`src/hw/lqog_pkg.sv`:
```
// constants shared by the linear quality output gate
// assumes a single clock domain and a 32-bit AXI4-Lite register port
package lqog_pkg;
   // parameter slots, in command order
   localparam int NPAR = 10;
   localparam int GRADE_W = 2;
   localparam int PAR_OVERALL = 0;
   localparam int PAR_EDGE = 1;
   localparam int PAR_DECODE = 2;
   localparam int PAR_CONTRAST = 3;
   localparam int PAR_MIN_REFL = 4;
   localparam int PAR_MIN_EDGE = 5;
   localparam int PAR_MODULATION = 6;
   localparam int PAR_DEFECTS = 7;
   localparam int PAR_DECODABILITY = 8;
   localparam int PAR_QUIET_ZONE = 9;

   // grade codes, higher is better
   localparam logic [GRADE_W-1:0] GRADE_D = 2'h0;
   localparam logic [GRADE_W-1:0] GRADE_C = 2'h1;
   localparam logic [GRADE_W-1:0] GRADE_B = 2'h2;
   localparam logic [GRADE_W-1:0] GRADE_A = 2'h3;
   localparam logic EN_OFF = 1'h0;
   localparam logic EN_ON = 1'h1;

   localparam logic [NPAR-1:0] EN_RESET = {NPAR{EN_OFF}};
   localparam logic [NPAR*GRADE_W-1:0] THR_RESET = {NPAR{GRADE_B}};
   localparam logic [NPAR*GRADE_W-1:0] GRADE_RESET = {NPAR{GRADE_A}};

   // packed command word: per slot enable then threshold
   localparam int CMD_FIELD_W = 3;
   localparam int CMD_EN_POS = 0;
   localparam int CMD_THR_POS = 1;

   // register byte offsets
   localparam int ADDR_W = 8;
   localparam logic [ADDR_W-1:0] ADDR_ENABLE = 8'h00;
   localparam logic [ADDR_W-1:0] ADDR_THRESH = 8'h04;
   localparam logic [ADDR_W-1:0] ADDR_CMD = 8'h08;
   localparam logic [ADDR_W-1:0] ADDR_GRADE = 8'h0C;
   localparam logic [ADDR_W-1:0] ADDR_FAILS = 8'h10;
   localparam logic [ADDR_W-1:0] ADDR_IRQ_STAT = 8'h14;
   localparam logic [ADDR_W-1:0] ADDR_IRQ_MASK = 8'h18;

   localparam int IRQ_W = 2;
   localparam int IRQ_FAIL_BIT = 0;
   localparam int IRQ_GRADE_BIT = 1;
   localparam logic [IRQ_W-1:0] IRQ_MASK_RESET = 2'h0;

   localparam logic [1:0] RESP_OKAY = 2'h0;
   localparam logic [1:0] RESP_SLVERR = 2'h2;
endpackage

```
`src/hw/lqog_top.sv`:
```
// linear quality output gate: config registers, grade compare, quality pin
// assumes an AXI4-Lite master and a grader that pulses grade_valid per symbol
`timescale 1ns/1ns

module lqog_top
   import lqog_pkg::*;
(
   input wire logic aclk,
   input wire logic aresetn,
   input wire logic [ADDR_W-1:0] s_axi_awaddr,
   input wire logic [2:0] s_axi_awprot,
   input wire logic s_axi_awvalid,
   output logic s_axi_awready,
   input wire logic [31:0] s_axi_wdata,
   input wire logic [3:0] s_axi_wstrb,
   input wire logic s_axi_wvalid,
   output logic s_axi_wready,
   output logic [1:0] s_axi_bresp,
   output logic s_axi_bvalid,
   input wire logic s_axi_bready,
   input wire logic [ADDR_W-1:0] s_axi_araddr,
   input wire logic [2:0] s_axi_arprot,
   input wire logic s_axi_arvalid,
   output logic s_axi_arready,
   output logic [31:0] s_axi_rdata,
   output logic [1:0] s_axi_rresp,
   output logic s_axi_rvalid,
   input wire logic s_axi_rready,
   input wire logic [NPAR*GRADE_W-1:0] grade_in,
   input wire logic grade_valid,
   output logic quality_out,
   output logic irq
);
   logic aw_have_q;
   logic w_have_q;
   logic [ADDR_W-1:0] aw_addr_q;
   logic [31:0] w_data_q;
   logic [3:0] w_strb_q;
   logic do_write;
   logic rd_take;
   logic [31:0] wr_val;
   logic [NPAR-1:0] en_q;
   logic [NPAR*GRADE_W-1:0] thr_q;
   logic [NPAR*GRADE_W-1:0] grade_q;
   logic [NPAR-1:0] fail_w;
   logic [NPAR-1:0] fail_q;
   logic [IRQ_W-1:0] irq_stat_q;
   logic [IRQ_W-1:0] irq_stat_d;
   logic [IRQ_W-1:0] irq_mask_q;
   logic [IRQ_W-1:0] irq_set;
   logic [IRQ_W-1:0] irq_clr;
   logic [31:0] cmd_last_q;

   // byte-lane merge of a write into the current register image
   function automatic logic [31:0] merge_strb(input logic [31:0] old_v, input logic [31:0] new_v,
                                              input logic [3:0] strb);
      logic [31:0] r;
      r = old_v;
      for (int b = 0; b < 4; b++) begin
         if (strb[b]) begin
            r[b*8 +: 8] = new_v[b*8 +: 8];
         end
      end
      return r;
   endfunction

   function automatic logic [ADDR_W-1:0] word_addr(input logic [ADDR_W-1:0] a);
      return {a[ADDR_W-1:2], 2'h0};
   endfunction

   function automatic logic reg_hit(input logic [ADDR_W-1:0] a);
      logic [ADDR_W-1:0] w;
      w = word_addr(a);
      return (w == ADDR_ENABLE) || (w == ADDR_THRESH) || (w == ADDR_CMD) || (w == ADDR_GRADE) ||
             (w == ADDR_FAILS) || (w == ADDR_IRQ_STAT) || (w == ADDR_IRQ_MASK);
   endfunction

   // command word image built from the live enables and thresholds
   function automatic logic [31:0] pack_cmd(input logic [NPAR-1:0] e,
                                            input logic [NPAR*GRADE_W-1:0] t);
      logic [31:0] r;
      r = 32'h0;
      for (int i = 0; i < NPAR; i++) begin
         r[i*CMD_FIELD_W + CMD_EN_POS] = e[i];
         r[i*CMD_FIELD_W + CMD_THR_POS +: GRADE_W] = t[i*GRADE_W +: GRADE_W];
      end
      return r;
   endfunction

   function automatic logic [31:0] reg_read(input logic [ADDR_W-1:0] a);
      logic [31:0] r;
      r = 32'h0;
      case (word_addr(a))
         ADDR_ENABLE: r[NPAR-1:0] = en_q;
         ADDR_THRESH: r[NPAR*GRADE_W-1:0] = thr_q;
         ADDR_CMD: r = pack_cmd(en_q, thr_q);
         ADDR_GRADE: r[NPAR*GRADE_W-1:0] = grade_q;
         ADDR_FAILS: r[NPAR-1:0] = fail_q;
         ADDR_IRQ_STAT: r[IRQ_W-1:0] = irq_stat_q;
         ADDR_IRQ_MASK: r[IRQ_W-1:0] = irq_mask_q;
         default: r = 32'h0;
      endcase
      return r;
   endfunction

   assign do_write = aw_have_q && w_have_q && !s_axi_bvalid;
   assign rd_take = s_axi_arvalid && s_axi_arready;
   // a process, not an assign, so that register changes read inside reg_read are seen too
   always_comb begin
      wr_val = merge_strb(reg_read(aw_addr_q), w_data_q, w_strb_q);
   end

   // write address channel: one address held until its response is taken
   always_ff @(posedge aclk) begin
      if (!aresetn) begin
         aw_have_q <= 1'b0;
         s_axi_awready <= 1'b0;
         aw_addr_q <= '0;
      end else if (s_axi_awvalid && s_axi_awready) begin
         aw_have_q <= 1'b1;
         aw_addr_q <= s_axi_awaddr;
         s_axi_awready <= 1'b0;
      end else if (do_write) begin
         aw_have_q <= 1'b0;
      end else if (!aw_have_q && !s_axi_bvalid) begin
         s_axi_awready <= 1'b1;
      end
   end

   // write data channel, independent of the address so either may lead
   always_ff @(posedge aclk) begin
      if (!aresetn) begin
         w_have_q <= 1'b0;
         s_axi_wready <= 1'b0;
         w_data_q <= 32'h0;
         w_strb_q <= 4'h0;
      end else if (s_axi_wvalid && s_axi_wready) begin
         w_have_q <= 1'b1;
         w_data_q <= s_axi_wdata;
         w_strb_q <= s_axi_wstrb;
         s_axi_wready <= 1'b0;
      end else if (do_write) begin
         w_have_q <= 1'b0;
      end else if (!w_have_q && !s_axi_bvalid) begin
         s_axi_wready <= 1'b1;
      end
   end

   always_ff @(posedge aclk) begin
      if (!aresetn) begin
         s_axi_bvalid <= 1'b0;
         s_axi_bresp <= RESP_OKAY;
      end else if (do_write) begin
         s_axi_bvalid <= 1'b1;
         s_axi_bresp <= reg_hit(aw_addr_q) ? RESP_OKAY : RESP_SLVERR;
      end else if (s_axi_bvalid && s_axi_bready) begin
         s_axi_bvalid <= 1'b0;
      end
   end

   // read channel: data sampled at the address handshake
   always_ff @(posedge aclk) begin
      if (!aresetn) begin
         s_axi_arready <= 1'b0;
         s_axi_rvalid <= 1'b0;
         s_axi_rdata <= 32'h0;
         s_axi_rresp <= RESP_OKAY;
      end else if (rd_take) begin
         s_axi_arready <= 1'b0;
         s_axi_rvalid <= 1'b1;
         s_axi_rdata <= reg_read(s_axi_araddr);
         s_axi_rresp <= reg_hit(s_axi_araddr) ? RESP_OKAY : RESP_SLVERR;
      end else if (s_axi_rvalid && s_axi_rready) begin
         s_axi_rvalid <= 1'b0;
      end else if (!s_axi_rvalid) begin
         s_axi_arready <= 1'b1;
      end
   end

   // enables and thresholds: direct registers or the packed command word
   always_ff @(posedge aclk) begin
      if (!aresetn) begin
         en_q <= EN_RESET;
         thr_q <= THR_RESET;
      end else if (do_write) begin
         case (word_addr(aw_addr_q))
            ADDR_ENABLE: en_q <= wr_val[NPAR-1:0];
            ADDR_THRESH: thr_q <= wr_val[NPAR*GRADE_W-1:0];
            ADDR_CMD: begin
               for (int i = 0; i < NPAR; i++) begin
                  en_q[i] <= wr_val[i*CMD_FIELD_W + CMD_EN_POS];
                  thr_q[i*GRADE_W +: GRADE_W] <= wr_val[i*CMD_FIELD_W + CMD_THR_POS +: GRADE_W];
               end
            end
            default: begin
               en_q <= en_q;
            end
         endcase
      end
   end

   // helper copy of the last command word, read only by the checks below
   always_ff @(posedge aclk) begin
      if (!aresetn) begin
         cmd_last_q <= 32'h0;
      end else if (do_write && word_addr(aw_addr_q) == ADDR_CMD) begin
         cmd_last_q <= wr_val;
      end
   end

   // grades start at the best code so nothing fails before the first symbol
   always_ff @(posedge aclk) begin
      if (!aresetn) begin
         grade_q <= GRADE_RESET;
      end else if (grade_valid) begin
         grade_q <= grade_in;
      end
   end

   lqog_cmp u_cmp (
      .en(en_q),
      .thr(thr_q),
      .grade(grade_q),
      .fail(fail_w)
   );

   // output follows config changes too, not only new grades
   always_ff @(posedge aclk) begin
      if (!aresetn) begin
         quality_out <= 1'b0;
         fail_q <= '0;
      end else begin
         quality_out <= |fail_w;
         fail_q <= fail_w;
      end
   end

   always_comb begin
      irq_set = '0;
      irq_set[IRQ_FAIL_BIT] = (|fail_w) && !quality_out;
      irq_set[IRQ_GRADE_BIT] = grade_valid;
      irq_clr = (rd_take && word_addr(s_axi_araddr) == ADDR_IRQ_STAT) ? irq_stat_q : '0;
      // a new event in the clearing cycle survives
      irq_stat_d = (irq_stat_q & ~irq_clr) | irq_set;
   end

   always_ff @(posedge aclk) begin
      if (!aresetn) begin
         irq_stat_q <= '0;
         irq_mask_q <= IRQ_MASK_RESET;
         irq <= 1'b0;
      end else begin
         irq_stat_q <= irq_stat_d;
         if (do_write && word_addr(aw_addr_q) == ADDR_IRQ_MASK) begin
            irq_mask_q <= wr_val[IRQ_W-1:0];
         end
         // a mask write reaches irq one edge after the mask register takes it
         irq <= |(irq_stat_d & irq_mask_q);
      end
   end

   // reference compare per slot, independent of the comparator instance;
   // all values come in as arguments so the checks only ever see sampled values
   function automatic logic below_ref(input logic e, input logic [GRADE_W-1:0] t,
                                      input logic [GRADE_W-1:0] g);
      return e && (g < t);
   endfunction

   logic [NPAR-1:0] ref_below;

   always_comb begin
      for (int i = 0; i < NPAR; i++) begin
         ref_below[i] = below_ref(en_q[i], thr_q[i*GRADE_W +: GRADE_W], grade_q[i*GRADE_W +: GRADE_W]);
      end
   end
endmodule

```
`src/hw/lqog_cmp.sv`:
```
// per-slot below-threshold comparison
// assumes grades and thresholds share the same packed layout
`timescale 1ns/1ns
module lqog_cmp
   import lqog_pkg::*;
(
   input wire logic [NPAR-1:0] en,
   input wire logic [NPAR*GRADE_W-1:0] thr,
   input wire logic [NPAR*GRADE_W-1:0] grade,
   output logic [NPAR-1:0] fail
);
   always_comb begin
      for (int i = 0; i < NPAR; i++) begin
         // unsigned compare works because codes rise with quality
         fail[i] = en[i] && (grade[i*GRADE_W +: GRADE_W] < thr[i*GRADE_W +: GRADE_W]);
      end
   end
endmodule

```
`config.mk`:
```
export PLATFORM = sky130hd
export DESIGN_NAME = lqog_top
export DESIGN_NICKNAME = d
export VERILOG_FILES = /design/src/hw/lqog_pkg.sv /design/src/hw/lqog_top.sv /design/src/hw/lqog_cmp.sv
export SDC_FILE = /design/constraint.sdc
export NUM_CORES = 1
export LEC_CHECK = 0
export ABC_AREA = 1
export BUFFER_PORTS_ARGS = -buffer_cell sky130_fd_sc_hd__buf_2
export CORE_ASPECT_RATIO = 1.5
export CORE_MARGIN = 2
export CORE_UTILIZATION = 50
export DETAILED_ROUTE_END_ITERATION = 10
export HOLD_SLACK_MARGIN = 0.05
export PLACE_DENSITY_LB_ADDON = 0.08
export SYNTH_ARGS = -nofsm -noshare
export SYNTH_HDL_FRONTEND = slang
export SYNTH_SLANG_ARGS = --single-unit
```
`constraint.sdc`:
```
create_clock -name aclk -period 1.5 [get_ports aclk]
set_input_delay 0.075 -clock aclk [delete_from_list [all_inputs] [get_ports aclk]]
set_output_delay 0.075 -clock aclk [all_outputs]
set_load 0.01 [all_outputs]
```
==> parameters.txt, run 1 <==
Parameter                              Value

Pwr
  Power per cell area    958.0 nW/µm²
  Sum of internal, switching and leakage power    9.917 mW
  Worst IR drop on VDD    0.7504 mV
  Cell leakage power    4.821 nW

Clock tree
  Number of clock buffers inserted by TritonCTS    17
  Level count of the clock H-tree    4
  Clock tree from TritonCTS    done
  Number of sinks on the clock net    145
  CTS clock-pin slew for the worst setup and hold paths    0.07 ns
  Bufs on Longest Clock Path    2
  Latest clock arrival within the worst-skew pair    0.43 ns
  Clock root buffer    clkbuf_16

Routing
  DRC marker count from the first detailed-route iteration    486
  Wire length on met3    1.649 mm
  DRT Wirelength    23.67 mm
  DRC errors left    0
  Top layer reached by signal wires    met4
  Routed metal-1 wirelength    9.690 mm
  Count of TritonRoute iterations in the first routing pass    7
  Total length of routed met2 wires    11.45 mm
  Post-DR wirelength/cell    15.80 µm
  Vias per std cell    5.388
  Total vias in the final route    8071
  Antenna Violating Nets Remaining    0

Critical path
  Arrival time at the worst endpoint    2.09 ns
  Kind of critical path    flop to flop
  Critical path endpoint category    flop
  Worst Path Required    1.84 ns
  RR Startpoint    aw_addr_q[5]
  Crit Path Max Fanout    6
  Worst setup path startpoint    aw_addr_q[5]
  Category of the worst setup path launch point    flop

Floorplan
  Floorplan Core Area    13860 µm²
  Die extent in x    100.6 µm
  Cell Rows    53
  Starting Density    50.52%
  Area of the die    14990 µm²
  I/O pin count    129
  DIE HEIGHT    148.9 µm

Placement
  Routability Congestion    0.9397
  Number of placed instances, taps included    1370
  Detailed placement HPWL    16.37 mm
  IO buf count    112
  Placement Cell Area    8407 µm²
  Worst slack after detailed placement    -0.2562 ns

Layout
  Layout cells sized above 1    30.16%
  Commonest cells after routing, fill and taps aside    210 x nand2_1, 132 x dfxtp_1, 122 x buf_4, 112 x buf_2, 100 x inv_1
  Layout fillers    1125
  Design Area, Final    10350 µm²
  NumNets Final    1416
  Final core occ    74.70%
  # diodes    0
  Non-filler cells in the finished layout    1498
  Syn-to-layout area delta    47.86%
  Most common cell after layout, fill and taps aside    nand2_1

Min path
  Worst hold path class    primary input to flop
  Min-delay src    aresetn

Timing
  Slew @ Worst Pin    0.5635 ns
  Share of the clock period used by the worst path after layout    117.0%
  Final worst slack    -0.2544 ns
  Max-slew violation count    0
  Crit path time final    1.754 ns
  Fin. Hold Viols    0
  Unrepaired setup endpoints after global routing    true
  Count of endpoints failing setup in the final report    33
  Max Clock Freq    0.5700 GHz
  Worst-case clock skew    0.01286 ns
  Total negative setup slack    -4.703 ns
  Worst relative slew slack    62.44%
  Worst-case hold slack    0.1135 ns

Logic synthesis
  Register bit count reported by yosys    145
  Yosys warning total    0
  Syn Inst Count    1030
  Cell variety after synth    39
  Post-Syn Area per Cell    6.798 µm²
  Number of flops mapped to enable cells by yosys    0
  Synth async-reset ratio    0%
  Most used DFF post-synth    dfxtp_1
  Sequential-to-total area share from yosys stat    41.46%
  Cell Area, Synth    7002 µm²

GRT
  Residual overflow from global routing    0
  Antenna violations before repair    0
  Number of global-route vias before repair    7648
  Maximum number of pins on one net before global-route repair    61
  First-pass GRT wire length    37.61 mm
  Total global-route track usage    31.66%

Outcome
  Status    finished with violations
  Failing checks    negative setup slack

Flow run
  Max Cap Violations    0
path summary, 6_finish.rpt:
check                        end  slack, ns  cells past startpoint
setup reg to reg       thr_q[12]      -0.25                     14
setup / recovery       thr_q[12]      -0.25                     14
hold reg to reg   s_axi_rdata[1]       0.45                      2
hold / removal          thr_q[9]       0.11                      3
routing by layer:
layer | vias up | track usage, %
met2 | 375 | 52.77
met4 | 0 | 14.79
met1 | 3660 | 39.61
li1 | 3964 | -
met5 | - | 0
met3 | 72 | 5.155
cell usage after synthesis (all sizes together) (4+ instances only):
cell type,instances,area (µm²)
o21ai,127,654.4
a22oi,4,30.03
ha,10,125.1
inv,118,442.9
nand2,233,884.6
nand3b,4,30.03
nand3,73,370.4
buf,24,138.9
o22ai,8,50.05
nor3,4,25.02
a21oi,106,530.5
nand4,13,81.33
nor2,114,476.7
clkbuf,26,97.59
a221oi,6,52.55
dfxtp,145,2903
state kept, by name (all words and copies together), names as in the netlist, 2 cells and up:
| register | flops |
|---|---|
| thr_q | 20 |
| fail_q | 10 |
| irq_mask_q | 2 |
| en_q | 10 |
| irq_stat_q | 2 |
| aw_addr_q | 6 |
| grade_q | 20 |
| w_strb_q | 4 |
| s_axi_rdata | 30 |
| w_data_q | 30 |
critical path: stages, from the launching register on:
cell	delay (ns)
dfxtp_2	0.36
nor2_4	0.05
buf_6	0.11
buf_6	0.11
nand3_4	0.13
clkinvlp_4	0.20
buf_4	0.19
nand2_2	0.05
nand3_2	0.09
nand2_1	0.08
o21ai_2	0.06
nand2_1	0.07
nand3_1	0.06
nand2_1	0.06
inv_1	0.03
layout make-up:
type / instances / area [µm²] / share of cell area (%)
Clock inverter: 14 / 152.6 / 1.474
Inverter: 119 / 457.9 / 4.424
Sequential cell: 145 / 2922 / 28.22
Multi-Input combinational cell: 719 / 3777 / 36.49
Timing Repair inverter: 1 / 7.507 / 0.07252
Clock buffer: 18 / 429.2 / 4.146
Timing Repair Buffer: 317 / 2400 / 23.18
Tap cell: 165 / 206.4 / 1.994
power by group:
group	leakage, nW	internal [mW]	switching [mW]
Clock	0.274	2.47	1.80
Sequential	1.18	4.02	0.109
Combinational	3.36	0.683	0.835
Total	4.82	7.17	2.75
cell families (layout without fill, tap and decap cells):
group | Yosys count | after routing | share of synthesized area (%)
AND/OR/NAND/NOR | 442 | 442 | 26.77
AO/OA/AOI/OAI | 263 | 263 | 20.18
buffers and inverters | 169 | 469 | 9.757
flip-flops | 145 | 145 | 41.46
adder cells (fa/ha/maj) | 10 | 10 | 1.787
other | 1 | 4 | 0.05356
what timing repair did:
action,CTS,global route
setup endpoints to repair,34,35
hold buffers,67,0
hold endpoints to repair,68,0
cloned,3,0
buffers inserted,18,8
gates resized for setup,68,68
pin swaps,31,34
Power figures use the tool's default switching activity.
==> run 2, diff against run 1 <==
Settings changed: CELL_PAD_IN_SITES_DETAIL_PLACEMENT from default to 1, CELL_PAD_IN_SITES_GLOBAL_PLACEMENT from default to 1, CORE_UTILIZATION 50 to 36, SKIP_LAST_GASP from default to 1.
==> run 2 against run 1 <==
  * Via count increased by 0.95%
  * Global-route usage decreased by 4.8 points
  * Highest routed layer unchanged
  * Flip-flop and latch count unchanged
  * Clock power increased by 14%
  * Critical path depth decreased by 1
  * The flow still finishes with violations (negative setup slack)
  * Setup slack got worse by 0.022 ns
  * Combinational power increased by 6%
  * Hold slack got worse by 0.078 ns
  * Critical endpoint is now thr_q[1]
  * Routed wire length increased by 20%
==> parameters.txt, run 2 (synthesis gave the netlist of run 1 again) <==
Parameter                              Value

Flow run
  Max Cap Violations    0 (unchanged)

Layout
  Non-filler cells in the finished layout    1593 (+6.3%)
  Final core occ    56.25% (-18 points)
  # diodes    0 (unchanged)
  NumNets Final    1422 (+0.42%)
  Commonest cells after routing, fill and taps aside    199 x nand2_1, 132 x dfxtp_1, 120 x buf_4, 111 x buf_2, 101 x inv_1
  Syn-to-layout area delta    53.32%
  Most common cell after layout, fill and taps aside    nand2_1
  Layout cells sized above 1    32.01% (+1.9 points)
  Layout fillers    2412 (+110%)
  Leading registers by flop count    s_axi_rdata (30), w_data_q (30)

Min path
  Min-delay src    aresetn
  Worst Hold End    s_axi_rdata[7]
  Worst hold path class    primary input to flop
  Worst hold path cell count    3 (unchanged)

Critical path
  Arrival time at the worst endpoint    2.15 ns (+0.06 ns)
  Category of the worst setup path launch point    flop
  RR Startpoint    aw_addr_q[5]
  Critical path endpoint category    flop
  Worst Path Required    1.87 ns (+0.03 ns)
  Worst reg-to-reg path cell count    13 (-1)
  Slack of the worst reg-to-reg path    -0.28 ns (-0.02 ns)
  Crit Path Max Fanout    6 (unchanged)
  Reg-to-reg endpoint    thr_q[1]
  Kind of critical path    flop to flop

Timing
  Final worst slack    -0.2763 ns (-0.02188 ns)
  Count of endpoints failing setup in the final report    35 (+6.1%)
  Total negative setup slack    -5.281 ns (-0.5783 ns)
  Max-slew violation count    0 (unchanged)
  Slew @ Worst Pin    0.6364 ns (+0.07291 ns)
  Max Clock Freq    0.5630 GHz (-1.2%)
  Share of the clock period used by the worst path after layout    118.4% (+1.5 points)
  Worst relative slew slack    57.53% (-4.9 points)
  Crit path time final    1.776 ns (+0.02188 ns)
  Unrepaired setup endpoints after global routing    true
  Fin. Hold Viols    0 (unchanged)
  Worst-case clock skew    0.006010 ns (-0.006854 ns)

Clock tree
  Number of clock buffers inserted by TritonCTS    17 (unchanged)
  Latest clock arrival within the worst-skew pair    0.43 ns (about the same)
  Number of sinks on the clock net    145 (unchanged)
  Clock root buffer    clkbuf_16
  CTS clock-pin slew for the worst setup and hold paths    0.06 ns (about the same)
  Clock tree from TritonCTS    done
  Level count of the clock H-tree    4 (unchanged)
  Bufs on Longest Clock Path    2 (unchanged)

Pwr
  Portion of total power attributed to the clock network    45.8% (+2.7 points)
  Switching Fraction    25.34% (-2.4 points)
  Cell leakage power    5.002 nW (+3.8%)
  Sequential power share    39.0% (-2.6 points)
  Internal Power    7.913 mW (+10%)
  Power per cell area    987.2 nW/µm² (+3.0%)
  Psw    2.685 mW (-2.3%)
  Sum of internal, switching and leakage power    10.60 mW (+6.9%)
  Worst IR drop on VDD    0.6684 mV (-11%)
  Comb power frac    15.2% (about the same)

GRT
  Antenna violations before repair    0 (unchanged)
  Total global-route track usage    26.88% (-4.8 points)
  Maximum number of pins on one net before global-route repair    79 (+30%)
  Number of global-route vias before repair    8279 (+8.3%)
  Residual overflow from global routing    0 (unchanged)
  First-pass GRT wire length    43.69 mm (+16%)

Placement
  IO buf count    112 (unchanged)
  Detailed placement HPWL    19.69 mm (+20%)
  Number of placed instances, taps included    1469 (+7.2%)
  Routability Congestion    0.8845 (-5.9%)

Routing
  DRC errors left    0 (unchanged)
  Count of TritonRoute iterations in the first routing pass    5 (-2)
  DRC marker count from the first detailed-route iteration    430 (-12%)
  Post-DR wirelength/cell    17.76 µm (+12%)
  Vias per std cell    5.115 (-5.1%)
  Total vias in the final route    8148 (+0.95%)
  Antenna Violating Nets Remaining    0 (unchanged)
  DRT Wirelength    28.29 mm (+20%)

Floorplan
  Die extent in x    117.9 µm (+17%)
  Floorplan Core Area    19080 µm² (+38%)
  Cell Rows    62 (+17%)
  DIE HEIGHT    174.8 µm (+17%)
  Starting Density    36.69% (-14 points)
  I/O pin count    129 (unchanged)
  Area of the die    20600 µm² (+37%)

Outcome
  Failing checks    negative setup slack
  Status    finished with violations
==> run 2: cell types whose count changed in the layout (fill, tap and decap cells not counted), sizes merged, moves of 2 or more <==
cell / before / now
inv: 122 / 119
bufinv: 2 / 6
dlygate4sd3: 67 / 70
buf: 249 / 252
clkinvlp: 6 / 0
clkbuf: 19 / 21
==> run 2: worst max path at each step <==
stage	startpoint	to	slack (ns)	cells past startpoint
2_1_floorplan	aw_addr_q[5]	thr_q[16]	0.006	9
3_3_place_gp	aw_addr_q[2]	thr_q[14]	-0.28	9
3_5_place_dp	aw_addr_q[2]	thr_q[15]	-0.35	9
4_1_cts	aw_addr_q[4]	thr_q[9]	-0.18	13
5_1_grt	aw_addr_q[5]	thr_q[1]	-0.36	15
6_report	aw_addr_q[5]	thr_q[1]	-0.28	13
==> run 2: final cells by class <==
class	count	area [µm²]	area share (%)
Multi-Input combinational cell	719	3872	36.07
Sequential cell	145	2924	27.24
Timing Repair Buffer	323	2489	23.18
Inverter	119	459.2	4.277
Clock buffer	20	456.7	4.254
Tap cell	256	320.3	2.984
Clock inverter	10	207.7	1.935
Timing Repair inverter	1	6.256	0.05828
==> run 2: layer usage <==
layer	wire length, µm	global-route usage (%)
met5	0	0
met4	918	11.55
met3	1058	3.851
met2	14290	46.85
met1	12020	32.93
==> run 2: worst max-delay path, cell delays in order (launching register included) <==
cell and delay, ns:
dfxtp_4 0.36, nor2_4 0.15, buf_6 0.14, nand3_4 0.18, buf_12 0.20, nor2_2 0.07, nor2_1 0.04, nand3_1 0.14
nand3_1 0.10, nand2_1 0.07, inv_1 0.05, nand2_1 0.06, nand2_1 0.07, nand2_1 0.08
==> run 2: metrics by stage <==
| step | area [µm²] | hold WS, ns | setup slack (ns) |
|---|---|---|---|
| finish | 10740 | 0.03586 | -0.2763 |
| global route | 10740 | 0.05596 | -0.3607 |
| CTS | 10350 | -0.01057 | -0.1818 |
| detailed placement | 8631 | 0.2930 | -0.3465 |
| global placement | 8631 | 0.2911 | -0.2849 |
| floorplan | 7013 | 0.1691 | 0.005866 |
==> run 2: repair_timing <==
item / CTS / global route
buffers inserted: 9 / 14
hold buffers: 69 / 1
endpoints found under the setup margin: 35 / 36
pin swaps: 42 / 45
gates resized for setup: 77 / 86
cloned: 1 / 2
hold endpoints to repair: 67 / 2
==> run 2: power by group through the flow <==
| stage | sequential, mW | combinational [mW] | clock, mW |
|---|---|---|---|
| after detailed placement | 4.20 | 1.24 | 0 |
| after floorplan | 4.19 | 0.661 | 0 |
| after global routing | 4.15 | 1.75 | 5.10 |
| final | 4.13 | 1.61 | 4.86 |
| after CTS | 4.12 | 1.50 | 4.94 |
| after global placement | 4.19 | 1.21 | 0 |
